File: src/design/tmc_pkg.sv
package tmc_pkg;
	// ****************************************
	// Special function register map
	// ****************************************
	localparam logic [7:0] TMC_ADDR_RUN_CONTROL = 8'h88;
	localparam logic [7:0] TMC_ADDR_MODE_SELECT = 8'h89;
	localparam logic [7:0] TMC_ADDR_A_LOW = 8'h8a;
	localparam logic [7:0] TMC_ADDR_B_LOW = 8'h8b;
	localparam logic [7:0] TMC_ADDR_A_HIGH = 8'h8c;
	localparam logic [7:0] TMC_ADDR_B_HIGH = 8'h8d;
	localparam logic [7:0] TMC_RUN_CONTROL_RESET = 8'h00;
	localparam logic [7:0] TMC_MODE_SELECT_RESET = 8'h00;
	localparam logic [7:0] TMC_COUNT_RESET = 8'h00;

	// ****************************************
	// Field positions
	// ****************************************
	localparam int TMC_BIT_B_FLAG = 7;
	localparam int TMC_BIT_B_RUN = 6;
	localparam int TMC_BIT_A_FLAG = 5;
	localparam int TMC_BIT_A_RUN = 4;
	localparam int TMC_BIT_B_GATE = 7;
	localparam int TMC_BIT_B_SRC = 6;
	localparam int TMC_POS_B_MODE = 4;
	localparam int TMC_BIT_A_GATE = 3;
	localparam int TMC_BIT_A_SRC = 2;
	localparam int TMC_POS_A_MODE = 0;
	localparam logic [4:0] TMC_PRESCALE_MAX = 5'h1f;

	typedef enum logic [1:0]
	{
		TMC_MODE_PRESCALED = 2'b00,
		TMC_MODE_SIXTEEN = 2'b01,
		TMC_MODE_RELOAD = 2'b10,
		TMC_MODE_SPLIT = 2'b11
	} tmc_mode_type;

	// Per-timer controls as decoded from the mode and run registers
	typedef struct packed
	{
		logic gate;
		logic src_ext;
		tmc_mode_type mode;
		logic run;
	} tmc_ctrl_type;

	// Core-side register access strobe bundle
	typedef struct packed
	{
		logic wr;
		logic rd;
		logic [7:0] addr;
		logic [7:0] wdata;
	} tmc_sfr_type;
endpackage

File: src/design/tmc_sync.sv
`timescale 1ns/1ps
// Two-flop synchroniser with a registered falling-edge detect after it
module tmc_sync
(
	// Clock and reset
	input wire logic clk,
	input wire logic rst,
	// Pin in, synchronised level and edge out
	input wire logic pin,
	output logic level,
	output logic fall
);
	import tmc_pkg::*;
	logic meta_reg;
	logic level_reg;
	logic prev_reg;

	always_ff @(posedge clk or posedge rst)
	begin
		if (rst)
		begin
			meta_reg <= 1'b0;
			level_reg <= 1'b0;
			prev_reg <= 1'b0;
		end
		else
		begin
			meta_reg <= pin;
			level_reg <= meta_reg;
			prev_reg <= level_reg;
		end
	end

	assign level = level_reg;
	// High sample followed by low sample
	assign fall = prev_reg & ~level_reg;
endmodule // tmc_sync

File: src/design/tmc_ctr8.sv
`timescale 1ns/1ps
// One byte count stage: increment, wrap detect, load and reload
module tmc_ctr8 #(
	parameter int WIDTH = 8
)
(
	// Clock and reset
	input wire logic clk,
	input wire logic rst,
	// Control
	input wire logic inc,
	input wire logic [WIDTH-1:0] wrap_at,
	input wire logic reload,
	input wire logic [WIDTH-1:0] reload_val,
	input wire logic load,
	input wire logic [WIDTH-1:0] load_val,
	// State
	output logic [WIDTH-1:0] count,
	output logic wrap
);
	import tmc_pkg::*;
	logic [WIDTH-1:0] count_reg;

	// Wrap from the stage's wrap_at value to zero, or to reload_val when reload is set
	assign wrap = inc && (count_reg == wrap_at);

	always_ff @(posedge clk or posedge rst)
	begin
		if (rst)
			count_reg <= WIDTH'(TMC_COUNT_RESET);
		else if (load)
			count_reg <= load_val;
		else if (wrap && reload)
			count_reg <= reload_val;
		else if (wrap)
			count_reg <= '0;
		else if (inc)
			count_reg <= count_reg + WIDTH'(1);
	end

	assign count = count_reg;
endmodule // tmc_ctr8

File: src/design/tmc_top.sv
`timescale 1ns/1ps
module tmc_top
(
	// Clock and reset
	input wire logic MCLK,
	input wire logic SYS_RST,
	// Special function register bus
	input wire tmc_pkg::tmc_sfr_type SFR_IN,
	output logic [7:0] SFR_RDATA,
	// Interrupt vector acknowledges
	input wire logic VECTOR_A_ACK,
	input wire logic VECTOR_B_ACK,
	// External pins
	input wire logic EXT_IRQ_A_PIN,
	input wire logic EXT_IRQ_B_PIN,
	input wire logic TIMER_A_COUNT_PIN,
	input wire logic TIMER_B_COUNT_PIN,
	// Status
	output logic TIMER_A_OVERFLOW_FLAG,
	output logic TIMER_B_OVERFLOW_FLAG
);
	import tmc_pkg::*;

	// ****************************************
	// Registers and decode
	// ****************************************
	logic [7:0] timer_mode_select_reg;
	logic timer_a_run_reg;
	logic timer_b_run_reg;
	logic flag_a_reg;
	logic flag_b_reg;
	logic [7:0] rdata_reg;
	logic [7:0] rdata_next;
	tmc_ctrl_type ctrl_a;
	tmc_ctrl_type ctrl_b;
	logic wr_run;
	logic wr_mode;

	assign wr_run = SFR_IN.wr && (SFR_IN.addr == TMC_ADDR_RUN_CONTROL);
	assign wr_mode = SFR_IN.wr && (SFR_IN.addr == TMC_ADDR_MODE_SELECT);

	always_comb
	begin
		ctrl_a.gate = timer_mode_select_reg[TMC_BIT_A_GATE];
		ctrl_a.src_ext = timer_mode_select_reg[TMC_BIT_A_SRC];
		ctrl_a.mode = tmc_mode_type'(
			timer_mode_select_reg[TMC_POS_A_MODE +: 2]);
		ctrl_a.run = timer_a_run_reg;
		ctrl_b.gate = timer_mode_select_reg[TMC_BIT_B_GATE];
		ctrl_b.src_ext = timer_mode_select_reg[TMC_BIT_B_SRC];
		ctrl_b.mode = tmc_mode_type'(
			timer_mode_select_reg[TMC_POS_B_MODE +: 2]);
		ctrl_b.run = timer_b_run_reg;
	end

	always_ff @(posedge MCLK or posedge SYS_RST)
	begin
		if (SYS_RST)
			timer_mode_select_reg <= TMC_MODE_SELECT_RESET;
		else if (wr_mode)
			timer_mode_select_reg <= SFR_IN.wdata;
	end

	always_ff @(posedge MCLK or posedge SYS_RST)
	begin
		if (SYS_RST)
		begin
			timer_a_run_reg <= TMC_RUN_CONTROL_RESET[TMC_BIT_A_RUN];
			timer_b_run_reg <= TMC_RUN_CONTROL_RESET[TMC_BIT_B_RUN];
		end
		else if (wr_run)
		begin
			timer_a_run_reg <= SFR_IN.wdata[TMC_BIT_A_RUN];
			timer_b_run_reg <= SFR_IN.wdata[TMC_BIT_B_RUN];
		end
	end

	// ****************************************
	// Pin synchronisers
	// ****************************************
	logic irq_a_lvl;
	logic irq_b_lvl;
	logic cnt_a_fall;
	logic cnt_b_fall;

	tmc_sync u_sync_irq_a (.clk(MCLK), .rst(SYS_RST),
		.pin(EXT_IRQ_A_PIN), .level(irq_a_lvl), .fall());
	tmc_sync u_sync_irq_b (.clk(MCLK), .rst(SYS_RST),
		.pin(EXT_IRQ_B_PIN), .level(irq_b_lvl), .fall());
	tmc_sync u_sync_cnt_a (.clk(MCLK), .rst(SYS_RST),
		.pin(TIMER_A_COUNT_PIN), .level(), .fall(cnt_a_fall));
	tmc_sync u_sync_cnt_b (.clk(MCLK), .rst(SYS_RST),
		.pin(TIMER_B_COUNT_PIN), .level(), .fall(cnt_b_fall));

	// ****************************************
	// Enable and count events
	// ****************************************
	logic en_a;
	logic en_b;
	logic tick_a;
	logic tick_b;

	assign en_a = ctrl_a.run && (!ctrl_a.gate || irq_a_lvl);
	assign en_b = ctrl_b.run && (!ctrl_b.gate || irq_b_lvl);
	// Pin edge or one tick per core clock
	assign tick_a = en_a && (ctrl_a.src_ext ? cnt_a_fall : 1'b1);
	assign tick_b = en_b && (ctrl_b.src_ext ? cnt_b_fall : 1'b1);

	// ****************************************
	// Count stages
	// ****************************************
	logic [7:0] al;
	logic [7:0] ah;
	logic [7:0] bl;
	logic [7:0] bh;
	logic al_wrap;
	logic ah_wrap;
	logic bl_wrap;
	logic bh_wrap;
	logic al_inc;
	logic ah_inc;
	logic bl_inc;
	logic bh_inc;
	logic [7:0] al_top;
	logic [7:0] bl_top;
	logic a_split;
	logic ld_al;
	logic ld_ah;
	logic ld_bl;
	logic ld_bh;

	assign a_split = (ctrl_a.mode == TMC_MODE_SPLIT);
	// Low byte acts as 5-bit prescaler in mode 00
	assign al_top = (ctrl_a.mode == TMC_MODE_PRESCALED) ?
		{3'h0, TMC_PRESCALE_MAX} : 8'hff;
	assign bl_top = (ctrl_b.mode == TMC_MODE_PRESCALED) ?
		{3'h0, TMC_PRESCALE_MAX} : 8'hff;
	assign al_inc = tick_a;
	assign ah_inc = a_split ? timer_b_run_reg :
		(ctrl_a.mode == TMC_MODE_RELOAD) ? 1'b0 :
		al_wrap;
	// Timer B halts entirely in its mode 11
	assign bl_inc = tick_b && (ctrl_b.mode != TMC_MODE_SPLIT);
	assign bh_inc = (ctrl_b.mode == TMC_MODE_RELOAD) ? 1'b0 :
		bl_wrap;
	assign ld_al = SFR_IN.wr && (SFR_IN.addr == TMC_ADDR_A_LOW);
	assign ld_ah = SFR_IN.wr && (SFR_IN.addr == TMC_ADDR_A_HIGH);
	assign ld_bl = SFR_IN.wr && (SFR_IN.addr == TMC_ADDR_B_LOW);
	assign ld_bh = SFR_IN.wr && (SFR_IN.addr == TMC_ADDR_B_HIGH);

	tmc_ctr8 #(.WIDTH(8)) u_al (.clk(MCLK), .rst(SYS_RST),
		.inc(al_inc), .wrap_at(al_top),
		.reload(ctrl_a.mode == TMC_MODE_RELOAD), .reload_val(ah),
		.load(ld_al), .load_val(SFR_IN.wdata),
		.count(al), .wrap(al_wrap));
	tmc_ctr8 #(.WIDTH(8)) u_ah (.clk(MCLK), .rst(SYS_RST),
		.inc(ah_inc), .wrap_at(8'hff),
		.reload(1'b0), .reload_val(8'h00),
		.load(ld_ah), .load_val(SFR_IN.wdata),
		.count(ah), .wrap(ah_wrap));
	tmc_ctr8 #(.WIDTH(8)) u_bl (.clk(MCLK), .rst(SYS_RST),
		.inc(bl_inc), .wrap_at(bl_top),
		.reload(ctrl_b.mode == TMC_MODE_RELOAD), .reload_val(bh),
		.load(ld_bl), .load_val(SFR_IN.wdata),
		.count(bl), .wrap(bl_wrap));
	tmc_ctr8 #(.WIDTH(8)) u_bh (.clk(MCLK), .rst(SYS_RST),
		.inc(bh_inc), .wrap_at(8'hff),
		.reload(1'b0), .reload_val(8'h00),
		.load(ld_bh), .load_val(SFR_IN.wdata),
		.count(bh), .wrap(bh_wrap));

	// ****************************************
	// Overflow flags
	// ****************************************
	logic ovf_a;
	logic ovf_b;

	// Reload mode: the low byte is the whole counter
	assign ovf_a = a_split ? al_wrap :
		(ctrl_a.mode == TMC_MODE_RELOAD) ? al_wrap : ah_wrap;
	assign ovf_b = a_split ? ah_wrap :
		(ctrl_b.mode == TMC_MODE_RELOAD) ? bl_wrap : bh_wrap;

	// Hardware set wins over a clear in the same cycle
	always_ff @(posedge MCLK or posedge SYS_RST)
	begin
		if (SYS_RST)
		begin
			flag_a_reg <= TMC_RUN_CONTROL_RESET[TMC_BIT_A_FLAG];
			flag_b_reg <= TMC_RUN_CONTROL_RESET[TMC_BIT_B_FLAG];
		end
		else
		begin
			if (ovf_a)
				flag_a_reg <= 1'b1;
			else if (VECTOR_A_ACK)
				flag_a_reg <= 1'b0;
			else if (wr_run)
				flag_a_reg <= SFR_IN.wdata[TMC_BIT_A_FLAG];
			if (ovf_b)
				flag_b_reg <= 1'b1;
			else if (VECTOR_B_ACK)
				flag_b_reg <= 1'b0;
			else if (wr_run)
				flag_b_reg <= SFR_IN.wdata[TMC_BIT_B_FLAG];
		end
	end

	assign TIMER_A_OVERFLOW_FLAG = flag_a_reg;
	assign TIMER_B_OVERFLOW_FLAG = flag_b_reg;

	// ****************************************
	// Read data
	// ****************************************
	always_comb
	begin
		rdata_next = 8'h00;
		if (SFR_IN.rd)
		begin
			unique case (SFR_IN.addr)
				TMC_ADDR_RUN_CONTROL:
				begin
					rdata_next[TMC_BIT_B_FLAG] = flag_b_reg;
					rdata_next[TMC_BIT_B_RUN] = timer_b_run_reg;
					rdata_next[TMC_BIT_A_FLAG] = flag_a_reg;
					rdata_next[TMC_BIT_A_RUN] = timer_a_run_reg;
				end
				TMC_ADDR_MODE_SELECT: rdata_next = timer_mode_select_reg;
				TMC_ADDR_A_LOW: rdata_next = al;
				TMC_ADDR_A_HIGH: rdata_next = ah;
				TMC_ADDR_B_LOW: rdata_next = bl;
				TMC_ADDR_B_HIGH: rdata_next = bh;
				default: rdata_next = 8'h00;
			endcase
		end
	end

	always_ff @(posedge MCLK or posedge SYS_RST)
	begin
		if (SYS_RST)
			rdata_reg <= 8'h00;
		else
			rdata_reg <= rdata_next;
	end

	assign SFR_RDATA = rdata_reg;

	// ****************************************
	// Checks
	// ****************************************
	a_flag_a_set: assert property (
		@(posedge MCLK) disable iff (SYS_RST)
		ovf_a |=> flag_a_reg)
		else $error("timer A flag not set after overflow");
	a_flag_b_set: assert property (
		@(posedge MCLK) disable iff (SYS_RST)
		(a_split && ah_wrap) |=> flag_b_reg)
		else $error("split high wrap did not set timer B flag");
	a_gate_b_hold: assert property (
		@(posedge MCLK) disable iff (SYS_RST)
		(ctrl_b.gate && !irq_b_lvl && !ld_bl) |=> $stable(bl))
		else $error("gated timer B advanced with pin low");
	a_run_b_count: assert property (
		@(posedge MCLK) disable iff (SYS_RST)
		(timer_b_run_reg && !ctrl_b.gate && !ctrl_b.src_ext
		&& ctrl_b.mode == TMC_MODE_SIXTEEN && !ld_bl && bl != 8'hff)
		|=> bl == $past(bl) + 8'h01)
		else $error("ungated timer B failed to count");
	a_stop_b_hold: assert property (
		@(posedge MCLK) disable iff (SYS_RST)
		(ctrl_b.mode == TMC_MODE_SPLIT && !ld_bl && !ld_bh)
		|=> $stable(bl) && $stable(bh))
		else $error("timer B changed in stop mode");
	a_reload_a_low: assert property (
		@(posedge MCLK) disable iff (SYS_RST)
		(ctrl_a.mode == TMC_MODE_RELOAD && al_wrap && !ld_al && !ld_ah)
		|=> al == $past(ah))
		else $error("timer A low byte not reloaded");
	a_prescale_a: assert property (
		@(posedge MCLK) disable iff (SYS_RST)
		(ctrl_a.mode == TMC_MODE_PRESCALED && !ld_al && al <= 8'h1f)
		|=> al <= 8'h1f)
		else $error("timer A prescaler left five bits");
	a_ext_a_edge: assert property (
		@(posedge MCLK) disable iff (SYS_RST)
		(ctrl_a.src_ext && !cnt_a_fall && !ld_al) |=> $stable(al))
		else $error("timer A counted without pin edge");
	a_split_high: assert property (
		@(posedge MCLK) disable iff (SYS_RST)
		(a_split && !timer_b_run_reg && !ld_ah) |=> $stable(ah))
		else $error("split high byte ran with timer B run clear");
	a_flag_b_ovf: assert property (
		@(posedge MCLK) disable iff (SYS_RST)
		ovf_b |=> flag_b_reg)
		else $error("timer B flag not set after overflow");
	a_ack_a_clear: assert property (
		@(posedge MCLK) disable iff (SYS_RST)
		(VECTOR_A_ACK && !ovf_a) |=> !flag_a_reg)
		else $error("timer A flag not cleared by vector");
	a_gate_a_hold: assert property (
		@(posedge MCLK) disable iff (SYS_RST)
		(ctrl_a.gate && !irq_a_lvl && !ld_al) |=> $stable(al))
		else $error("gated timer A advanced with pin low");
	a_ext_b_edge: assert property (
		@(posedge MCLK) disable iff (SYS_RST)
		(ctrl_b.src_ext && !cnt_b_fall && !ld_bl) |=> $stable(bl))
		else $error("timer B counted without pin edge");
	a_reload_b_low: assert property (
		@(posedge MCLK) disable iff (SYS_RST)
		(ctrl_b.mode == TMC_MODE_RELOAD && bl_wrap && !ld_bl && !ld_bh)
		|=> bl == $past(bh))
		else $error("timer B low byte not reloaded");
	a_prescale_b: assert property (
		@(posedge MCLK) disable iff (SYS_RST)
		(ctrl_b.mode == TMC_MODE_PRESCALED && !ld_bl && bl <= 8'h1f)
		|=> bl <= 8'h1f)
		else $error("timer B prescaler left five bits");
	a_run_a_count: assert property (
		@(posedge MCLK) disable iff (SYS_RST)
		(timer_a_run_reg && !ctrl_a.gate && !ctrl_a.src_ext
		&& ctrl_a.mode == TMC_MODE_SIXTEEN && !ld_al && al != 8'hff)
		|=> al == $past(al) + 8'h01)
		else $error("ungated timer A failed to count");
	a_cascade_a: assert property (
		@(posedge MCLK) disable iff (SYS_RST)
		(ctrl_a.mode == TMC_MODE_SIXTEEN && al_wrap && !ld_ah)
		|=> ah == $past(ah) + 8'h01)
		else $error("timer A high byte missed low wrap");
	a_cascade_b: assert property (
		@(posedge MCLK) disable iff (SYS_RST)
		(ctrl_b.mode == TMC_MODE_SIXTEEN && bl_wrap && !ld_bh)
		|=> bh == $past(bh) + 8'h01)
		else $error("timer B high byte missed low wrap");
	a_run_off_hold: assert property (
		@(posedge MCLK) disable iff (SYS_RST)
		(!timer_a_run_reg && !ld_al) |=> $stable(al))
		else $error("timer A advanced with run clear");
endmodule // tmc_top

File: config.mk
export PLATFORM = sky130hd
export DESIGN_NAME = tmc_top
export DESIGN_NICKNAME = d
export VERILOG_FILES = /design/src/design/tmc_pkg.sv /design/src/design/tmc_sync.sv /design/src/design/tmc_ctr8.sv /design/src/design/tmc_top.sv
export SDC_FILE = /design/constraint.sdc
export NUM_CORES = 1
export LEC_CHECK = 0
export BUFFER_PORTS_ARGS = -buffer_cell sky130_fd_sc_hd__buf_2
export CAP_MARGIN = 15
export CORE_UTILIZATION = 59
export CTS_CLUSTER_DIAMETER = 80
export CTS_CLUSTER_SIZE = 8
export DETAILED_ROUTE_END_ITERATION = 8
export PLACE_DENSITY = 0.84
export SLEW_MARGIN = 10
export SYNTH_ARGS = -nofsm -noshare
export SYNTH_HDL_FRONTEND = slang
export SYNTH_SLANG_ARGS = --single-unit
File: constraint.sdc
create_clock -name MCLK -period 2.2 [get_ports MCLK]
set_clock_uncertainty 0.05 [all_clocks]
set_input_delay 0.44 -clock MCLK [delete_from_list [all_inputs] [get_ports MCLK]]
set_output_delay 0.44 -clock MCLK [all_outputs]
set_load 0.01 [all_outputs]
Word level (Yosys, flattened, before mapping) --
Cells that the tools add are included.
Word-level totals: register bits 62, input bits 26, output and inout port bits 10
Cells by class: add/subtract/negate cells 4, equality and inequality tests 14, multiplexer cells 34, bitwise operators 4, reductions and logical operators 29
Operators by type and width (count):
- two-way mux 8 bit | 17
- == test 8 bit, second input constant | 8
- adder 8 x 1 -> 8 bit, second input constant | 4
- one-hot mux 4 bit (6 select lines) | 1
- one-hot mux 4 bit (5 select lines) | 1
- logical AND 1 bit | 17
- == test 8 bit | 2
- two-way mux 1 bit | 15
- nonzero test 3 bit | 4
- nonzero test 4 bit | 2
- == test 2 bit, second input constant | 3
- zero test 2 bit | 2
- bitwise AND 1 bit | 2
- zero test 1 bit | 2
- logical OR 1 bit | 2
- != test 2 bit, second input constant | 1
- NOT 1 bit | 2

Logic depth before layout (Yosys ltp) --
Gate-level depths: netlist of run 1.
depth after elaboration 11, depth in mapped cells 8, depth with buffers taken out 6

Modules after synthesis --
Synthesis of run 1 repeated with hierarchy kept, for this count alone.
Unflattened totals: cell total of the unflattened synthesis 505, area total of the unflattened synthesis 4644.5 um2
Modules (own cells, without submodules):
- tmc_ctr8 | instances 4, cells an instance 90, area an instance 743.2 um2, seq. area each 200.2 um2
- tmc_top | instances 1, cells an instance 125, area an instance 1301.2 um2, seq. area each 500.5 um2
- tmc_sync | instances 4, cells an instance 5, area an instance 92.6 um2, seq. area each 75.1 um2

Worst setup path after synthesis of run 1 --
Ideal clock, no wire load.
kind input to register, start input SFR_IN[13] (netlist name), end register timer_mode_select_reg[0], library setup time 0.125 ns, data arrival time 1.882 ns, required time 2.025 ns, path slack 0.144 ns, stages on the path 5, cells stage by stage nor4b_4 -> nand3b_1 -> nor3b_2 -> nand2_2 -> mux2_2
On the way: word-level cells in the longest chain between the ends 2
Ends and longest elaborated chain:
- start: declaration | line tmc_top.sv:8 | input wire tmc_pkg::tmc_sfr_type SFR_IN,
- == test 8 bit | line tmc_top.sv:40 | assign wr_mode = SFR_IN.wr && (SFR_IN.addr == TMC_ADDR_MODE_SELECT);
- logical AND 1 bit | line tmc_top.sv:40
- end signal: assignment | line tmc_top.sv:61 | timer_mode_select_reg <= SFR_IN.wdata;
- end: declaration | line tmc_top.sv:27 | logic [7:0] timer_mode_select_reg;
Every way passes these cells. A chain may end at the register's enable or synchronous reset.

Final worst setup path of run 1 --
start register u_sync_cnt_a.level_reg, in the netlist u_sync_cnt_a.level, end register u_ah.count_reg[3], in the netlist u_ah.count[3]
On the way: word-level cells in the longest chain between the ends 10, elaborated cells between the ends (all ways) 11, those cells by class mux (5); bitwise (2); reduce/logical (4)
Ends and longest elaborated chain:
- start: declaration | line tmc_sync.sv:15 | logic level_reg;
- start signal: assignment | line tmc_sync.sv:29 | level_reg <= meta_reg;
- NOT 1 bit * | line tmc_sync.sv:36 | assign fall = prev_reg & ~level_reg;
- bitwise AND 1 bit * | line tmc_sync.sv:36
- two-way mux 1 bit * | line tmc_top.sv:106 | assign tick_a = en_a && (ctrl_a.src_ext ? cnt_a_fall : 1'b1);
- logical AND 1 bit * | line tmc_top.sv:106
- logical AND 1 bit * | line tmc_ctr8.sv:25 | assign wrap = inc && (count_reg == wrap_at);
- two-way mux 1 bit * | line tmc_top.sv:140 | (ctrl_a.mode == TMC_MODE_RELOAD) ? 1'b0 :
- two-way mux 1 bit * | line tmc_top.sv:139 | assign ah_inc = a_split ? timer_b_run_reg :
- logical AND 1 bit | line tmc_ctr8.sv:25
- two-way mux 8 bit | line tmc_ctr8.sv:35 | else if (wrap)
- two-way mux 8 bit | line tmc_ctr8.sv:31 | else if (load)
- end signal: assignment | line tmc_ctr8.sv:30 | count_reg <= WIDTH'(TMC_COUNT_RESET);
- end signal: assignment | line tmc_ctr8.sv:32 | count_reg <= load_val;
- end signal: assignment | line tmc_ctr8.sv:34 | count_reg <= reload_val;
- end: declaration | line tmc_ctr8.sv:22 | logic [WIDTH-1:0] count_reg;
Every way passes the cells marked *; elsewhere a longest branch is shown, timed or not.

==> results.yml, run 1 <==
status:
  outcome: "finished clean"
cells_and_area:
  antenna_cells: 0
  drive_gt1_share_pct: 26.30
  nets: 485
  syn2layout_area_growth_pct: 20.34
  fillers: 441
clock_network:
  clock_latency_ns: 0.36
  clock_path_buffers: 2
  htree_levels: 3
  clock-sinks: 62
  root_buffer: "clkbuf_8"
  ctsHoldBuffers: 0
  cts_tree: "yes"
  clk_pin_slew_worst_paths_ns: 0.07
  cts_buffers: 9
sta:
  timing.hold.ws_ns: 0.08758
  timing.fmax_ghz: 0.4826
  tns_ns: 0
  tightestPinTransition_ns: 0.6343
  period_needed_ns: 2.072
  setup-violations-final: 0
  post-route-period-util_pct: 94.18
  slew_headroom_pct: 57.39
  hold_viol: 0
  slew_violations: 0
  rsz0062_at_grt: "no"
global_routing:
  grt_pass1_wl_mm: 17.24
  antenna_found_initial: 0
  grt_overflow: 0
  grt_pass1_vias: 3361
  grt_start_max_net_pins: 63
  track_usage_pct: 36.59
place:
  place.gp.congestion: 1.022
  hpwl_mm: 7.719
  port_buffers: 35
die:
  die_x_microns: 80.83
  io_pins: 36
  rows: 28
  initial_core_util_pct: 61.55
  core_area_sq_um: 5956
  die-area_sq_um: 6533
  die_h_microns: 80.83
logic_synthesis:
  seq_area_frac_synth_pct: 42.32
  synth-edff-count: 0
  ys_async_sr_fraction_pct: 100.0
  syn_inst: 387
  synth_cell_types: 63
  ys_warn_count: 0
  ys_seq_elements: 62
  syn_area_sq_um: 3666
  syn-num-nets: 417
  synth-main-ff-cell: "dfrtp_1"
  syn-mean-instance-area_sq_um: 9.473
critical_path:
  crit_path_end_kind: "flop"
  r2r_cells: 7
  worstPathMaxFanout: 9
  crit_arrival_ns: 2.30
  cp-start-kind: "flop"
  worstSetupPathType: "reg -> reg"
  required_ns: 2.43
power:
  comb_power_share_pct: 29.0
  seqPwrFrac_pct: 39.8
  power.switching_w: 0.001276
  p_clk_share_pct: 31.2
  swShare_pct: 33.48
  power.leakage_nw: 1.881
  p_per_area_nw_per_um2: 863.9
  ir_worst_vdd_v: 0.0005953
  p_int_w: 0.002536
detailed_routing:
  vias: 3596
  drc_errors: 0
  avgViaCountPerCell: 6.721
  firstDrtPassIters: 5
  wl_mm: 11.14
  ant_nets: 0
  first_iter_violations: 424
  wire_per_inst_microns: 20.83
hold_path:
  holdCritPathClass: "in -> async"
run:
  max_cap_viol_count: 0
==> layout by cell type, fill, tap and decap left out, types with 3 or more instances in the layout <==
cell       synthesis  routed
a211oi_1           6       6
a21boi_0           6       6
a21oi_1           20      20
a221oi_1           8       8
a22o_1             3       3
a22oi_1            4       4
a2bb2oi_1          3       3
a31oi_1           16      16
a41oi_1            3       3
and3_1             7       7
buf_2              3      35
buf_4              0      35
clkbuf_8           0      12
dfrtp_1           62      62
ha_1               4       3
inv_1              5       4
mux2_2            13      13
mux2i_1           10      10
nand2_1           33      33
nand2b_1           4       4
nand3_1           16      15
nand4_1            9       9
nor2_1            42      41
nor2b_1            7       7
nor3_1            11      11
o21ai_0           24      24
o31ai_1            4       4
or3_1              5       5
or3b_2             4       4
xnor2_1            3       3
xor2_1             3       3
==> what timing repair did <==
action / 4_1_cts / 5_1_grt
setup buffers: 0 / 5
gates resized for setup: 0 / 5
setup endpoints to repair: 0 / 6
==> critical path: stages (launching register included) <==
cell	delay (ns)
dfrtp_1	0.37
nand2b_1	0.21
a2111oi_4	0.36
buf_4	0.19
buf_6	0.13
a2bb2oi_1	0.08
or3b_2	0.44
a31oi_1	0.17
==> cells by family (layout without fill, tap and decap cells) <==
group                    Yosys count  in the layout  share of synthesized area, %
AND/OR/NAND/NOR                  159            159                         23.72
AO/OA/AOI/OAI                    111            111                         20.82
flip-flops                        62             62                         42.32
multiplexers                      25             25                         7.952
buffers and inverters             20             93                         2.389
XOR/XNOR                           6              6                         1.434
adder cells (fa/ha/maj)            4              4                         1.365
==> synth_stat cells, drive strengths merged (2+ instances only) <==
| cell | count | share of area (%) |
|---|---|---|
| a211oi | 6 | 1.2 |
| a21boi | 6 | 1.2 |
| a21oi | 22 | 3.4 |
| a221oi | 8 | 1.9 |
| a22o | 3 | 0.72 |
| a22oi | 4 | 0.82 |
| a2bb2oi | 3 | 0.72 |
| a31oi | 16 | 2.7 |
| a41oi | 3 | 0.72 |
| and3 | 7 | 1.2 |
| and4 | 2 | 0.48 |
| buf | 5 | 0.82 |
| clkbuf | 10 | 1.1 |
| dfrtp | 62 | 42 |
| ha | 4 | 1.4 |
| inv | 5 | 0.51 |
| mux2 | 13 | 4.0 |
| mux2i | 11 | 3.3 |
| nand2 | 34 | 3.5 |
| nand2b | 4 | 0.68 |
| nand3 | 16 | 2.2 |
| nand3b | 2 | 0.41 |
| nand4 | 10 | 2.1 |
| nand4b | 2 | 0.65 |
| nor2 | 42 | 4.3 |
| nor2b | 7 | 1.2 |
| nor3 | 11 | 1.5 |
| nor3b | 4 | 1.1 |
| o211ai | 2 | 0.41 |
| o21ai | 24 | 3.3 |
| o22ai | 2 | 0.34 |
| o31ai | 4 | 0.82 |
| or3 | 6 | 1.2 |
| or3b | 4 | 0.96 |
| or4 | 3 | 0.72 |
| xnor2 | 3 | 0.72 |
| xor2 | 3 | 0.72 |
==> routing by layer <==
layer	vias to the layer above	part of all wire (%)	global-route usage, %
met3	41	9.5	10.00
met5	-	0	0
met2	231	45	54.54
met4	0	3.6	17.14
met1	1718	42	49.31
li1	1606	-	-
==> final timing paths <==
check	endpoint	slack [ns]	from
worst min-delay path	u_sync_cnt_a.prev_reg	0.09	SYS_RST
worst max-delay path	u_ah.count[3]	0.13	u_sync_cnt_a.level
worst max register to register	u_ah.count[3]	0.13	u_sync_cnt_a.level
min in group MCLK	u_sync_cnt_a.meta_reg	0.14	TIMER_A_COUNT_PIN
max in group asynchronous	u_sync_irq_b.level	1.73	SYS_RST
worst min register to register	u_sync_irq_b.level	0.30	u_sync_irq_b.meta_reg
==> metrics by stage <==
step	cell area [sq um]	setup WS [ns]	std cells	total power [W]	util (%)
after global placement	4119	0.1012	514	0.002532	69.16
after floorplan	3666	0.1437	387	0.002197	-
after detailed placement	4119	0.007756	514	0.002568	69.16
after CTS	4353	0.06246	530	0.003757	73.09
after global routing	4412	0.01444	535	0.003985	74.08
final	4412	0.1281	535	0.003811	74.08
==> power groups by stage <==
stage	logic, W	clock network [W]	registers, W
final	0.00111	0.00119	0.00152
after CTS	0.00106	0.00119	0.00150
after global placement	0.00102	0	0.00151
after detailed placement	0.00105	0	0.00152
after floorplan	0.000741	0	0.00146
after global routing	0.00120	0.00125	0.00153
==> cell type report <==
cell class / count / area, sq um / area share [%]
multi-input cells: 305 / 2044 / 46.34
clock inverters: 3 / 65.06 / 1.475
flip-flops and latches: 62 / 1551 / 35.17
well taps: 75 / 93.84 / 2.127
clock buffers: 13 / 168.9 / 3.829
inverters: 5 / 18.77 / 0.4254
repair buffers: 72 / 469.2 / 10.64
(Power assumes the default switching activity.)
==> run 2, diff against run 1 <==
--- a/config.mk
+++ b/config.mk
@@ -7,7 +7,7 @@
 export LEC_CHECK = 0
 export BUFFER_PORTS_ARGS = -buffer_cell sky130_fd_sc_hd__buf_2
 export CAP_MARGIN = 15
-export CORE_UTILIZATION = 59
+export CORE_UTILIZATION = 60
 export CTS_CLUSTER_DIAMETER = 80
 export CTS_CLUSTER_SIZE = 8
 export DETAILED_ROUTE_END_ITERATION = 8
@@ -15,4 +15,5 @@
 export SLEW_MARGIN = 10
 export SYNTH_ARGS = -nofsm -noshare
 export SYNTH_HDL_FRONTEND = slang
+export SYNTH_HIERARCHICAL = 1
 export SYNTH_SLANG_ARGS = --single-unit
==> run 2 against run 1 <==
  * Highest routed layer unchanged
  * Combinational power up 27%
  * Count of clock-buffer cells in the layout shrank 3
  * First-iteration DRC count rose by 40%
  * Critical endpoint is now u_ah/count[1]
  * Largest cell class unchanged
  * Register-to-register slack lost 0.24 ns
  * Cell area up 36%
  * Synthesized cell count rose by 29%
  * The flow now finishes with violations (setup timing)
  * Final cell count rose by 40%
  * Utilization grew 7.9 points
==> results.yml, run 2 <==
status:
  outcome: "complete, but fails checks"
  violations: "setup timing"
critical_path:
  crit_path_end_kind: "flop"
  worstPathMaxFanout: 6
  r2r_cells: 11
  crit_arrival_ns: 2.52
  worst-r2r-setup-slack_ns: -0.11
  r2r_start: "timer_mode_select_reg[1]"
  cp-start-kind: "flop"
  worstSetupPathType: "reg -> reg"
  reg2reg_to: "u_ah/count[1]"
  required_ns: 2.41
clock_network:
  clock_path_buffers: 2
  root_buffer: "clkbuf_8"
  clk_pin_slew_worst_paths_ns: 0.07
  cts_buffers: 9
  clock_latency_ns: 0.35
  clock-sinks: 62
  htree_levels: 3
  cts_tree: "yes"
sta:
  rsz0062_at_grt: "yes"
  slew_headroom_pct: 46.84
  period_needed_ns: 2.310
  slew_violations: 0
  fin_ws_ns: -0.1102
  tightestPinTransition_ns: 0.7965
  setup-violations-final: 9
  hold_viol: 0
  post-route-period-util_pct: 105.0
  timing.fmax_ghz: 0.4329
power:
  ir_worst_vdd_v: 0.0004448
  seqPwrFrac_pct: 38.9
  power.leakage_nw: 2.474
  fin_total_pwr_w: 0.003670
  comb_power_share_pct: 38.3
  power.switching_w: 0.001393
  p_clk_share_pct: 22.8
  p_per_area_nw_per_um2: 613.6
  swShare_pct: 37.97
  p_int_w: 0.002276
place:
  hpwl_mm: 10.59
  placed_area_sq_um: 5544
  port_buffers: 35
  place.gp.congestion: 0.9750
run:
  max_cap_viol_count: 0
detailed_routing:
  first_iter_violations: 593
  avgViaCountPerCell: 6.599
  ant_nets: 0
  drc_errors: 0
  wire_per_inst_microns: 21.31
  vias: 4949
  firstDrtPassIters: 5
  wl_mm: 15.98
global_routing:
  grt_start_max_net_pins: 21
  grt_overflow: 0
  grt_pass1_wl_mm: 23.92
  grt_pass1_vias: 4632
  antenna_found_initial: 0
  track_usage_pct: 40.90
cells_and_area:
  final_cell_area_sq_um: 5981
  utilization_pct: 82.02
  drive_gt1_share_pct: 29.03
  fillers: 461
  antenna_cells: 0
  final_cell_mix: "dfrtp_1 (62), buf_4 (62), conb_1 (58)"
  nets: 679
  syn2layout_area_growth_pct: 30.96
hold_path:
  holdPathEnd: "u_sync_irq_b/meta_reg"
  holdCritPathClass: "in -> reg"
  holdPathStages: 1
  min-delay-start: "EXT_IRQ_B_PIN"
die:
  initial_core_util_pct: 62.63
  io_pins: 36
  die_h_microns: 89.25
  rows: 31
  core_area_sq_um: 7292
  die_x_microns: 89.25
  die-area_sq_um: 7965
logic_synthesis:
  syn-mean-instance-area_sq_um: 9.116
  syn_area_sq_um: 4567
  syn_inst: 501
  ys_warn_count: 6
-- run 2: worst max path at each step --
| stage | endpoint | from | slack (ns) | depth (start not counted) |
|---|---|---|---|---|
| final | u_ah/count[1] | timer_mode_select_reg[1] | -0.11 | 11 |
| after global routing | u_ah/count[1] | timer_mode_select_reg[1] | -0.22 | 11 |
| after CTS | u_ah/count[3] | timer_mode_select_reg[1] | -0.02 | 11 |
| after detailed placement | u_bh/count[6] | timer_mode_select_reg[5] | -0.15 | 8 |
| after global placement | u_al/count[7] | u_sync_cnt_a/level | -0.05 | 8 |
| after floorplan | u_ah/count[0] | timer_mode_select_reg[1] | -0.13 | 10 |
-- run 2: final cells by class --
class / count / area [sq um] / area share (%)
repair buffers: 103 / 706.9 / 11.82
multi-input cells: 457 / 3396 / 56.78
well taps: 99 / 123.9 / 2.071
inverters: 16 / 60.06 / 1.004
clock inverters: 3 / 15.01 / 0.2510
flip-flops and latches: 62 / 1551 / 25.94
clock buffers: 10 / 127.6 / 2.134
-- run 2: repair_timing --
action                                  in CTS  in global routing
endpoints found under the hold margin        4                  0
gates cloned                                 0                  1
resized for setup                           19                 28
endpoints found under the setup margin      12                 27
pin swaps                                    8                  4
buffers inserted                             3                  4
hold buffers                                 1                  0
-- run 2: power by group through the flow --
stage,Clock [W],Combinational [W],Sequential [W]
detailed placement,0,0.00127,0.00143
floorplan,0,0.000742,0.00147
finish,0.000837,0.00141,0.00143
global route,0.000874,0.00149,0.00144
global placement,0,0.00124,0.00143
CTS,0.000828,0.00130,0.00142
-- run 2: metrics by stage --
stage / std cells / worst slack [ns] / hold slack [ns] / TNS, ns
floorplan: 557 / -0.1266 / 0.1312 / -0.1889
global placement: 729 / -0.05073 / 0.2821 / -0.2137
detailed placement: 729 / -0.1494 / 0.2856 / -0.6940
CTS: 746 / -0.02036 / 0.1457 / -0.02930
global route: 750 / -0.2182 / 0.1429 / -1.505
finish: 750 / -0.1102 / 0.1505 / -0.4236
-- run 2: layer usage --
layer	track usage, %	vias to the layer above	wire, microns
li1	-	2122	-
met1	54.00	2290	5977
met2	64.75	448	7214
met3	9.141	89	2002
met4	17.89	0	789
met5	0	-	0
-- run 2: critical path, stage by stage, from the launching register on --
cell and delay (ns):
dfrtp_1 0.38, or2_4 0.29, xnor2_2 0.15, and4_4 0.25, and3_4 0.19, inv_2 0.04
o21ai_4 0.21, buf_6 0.15, nor2_1 0.05, nor2_1 0.20, a21oi_2 0.06, a211oi_2 0.19
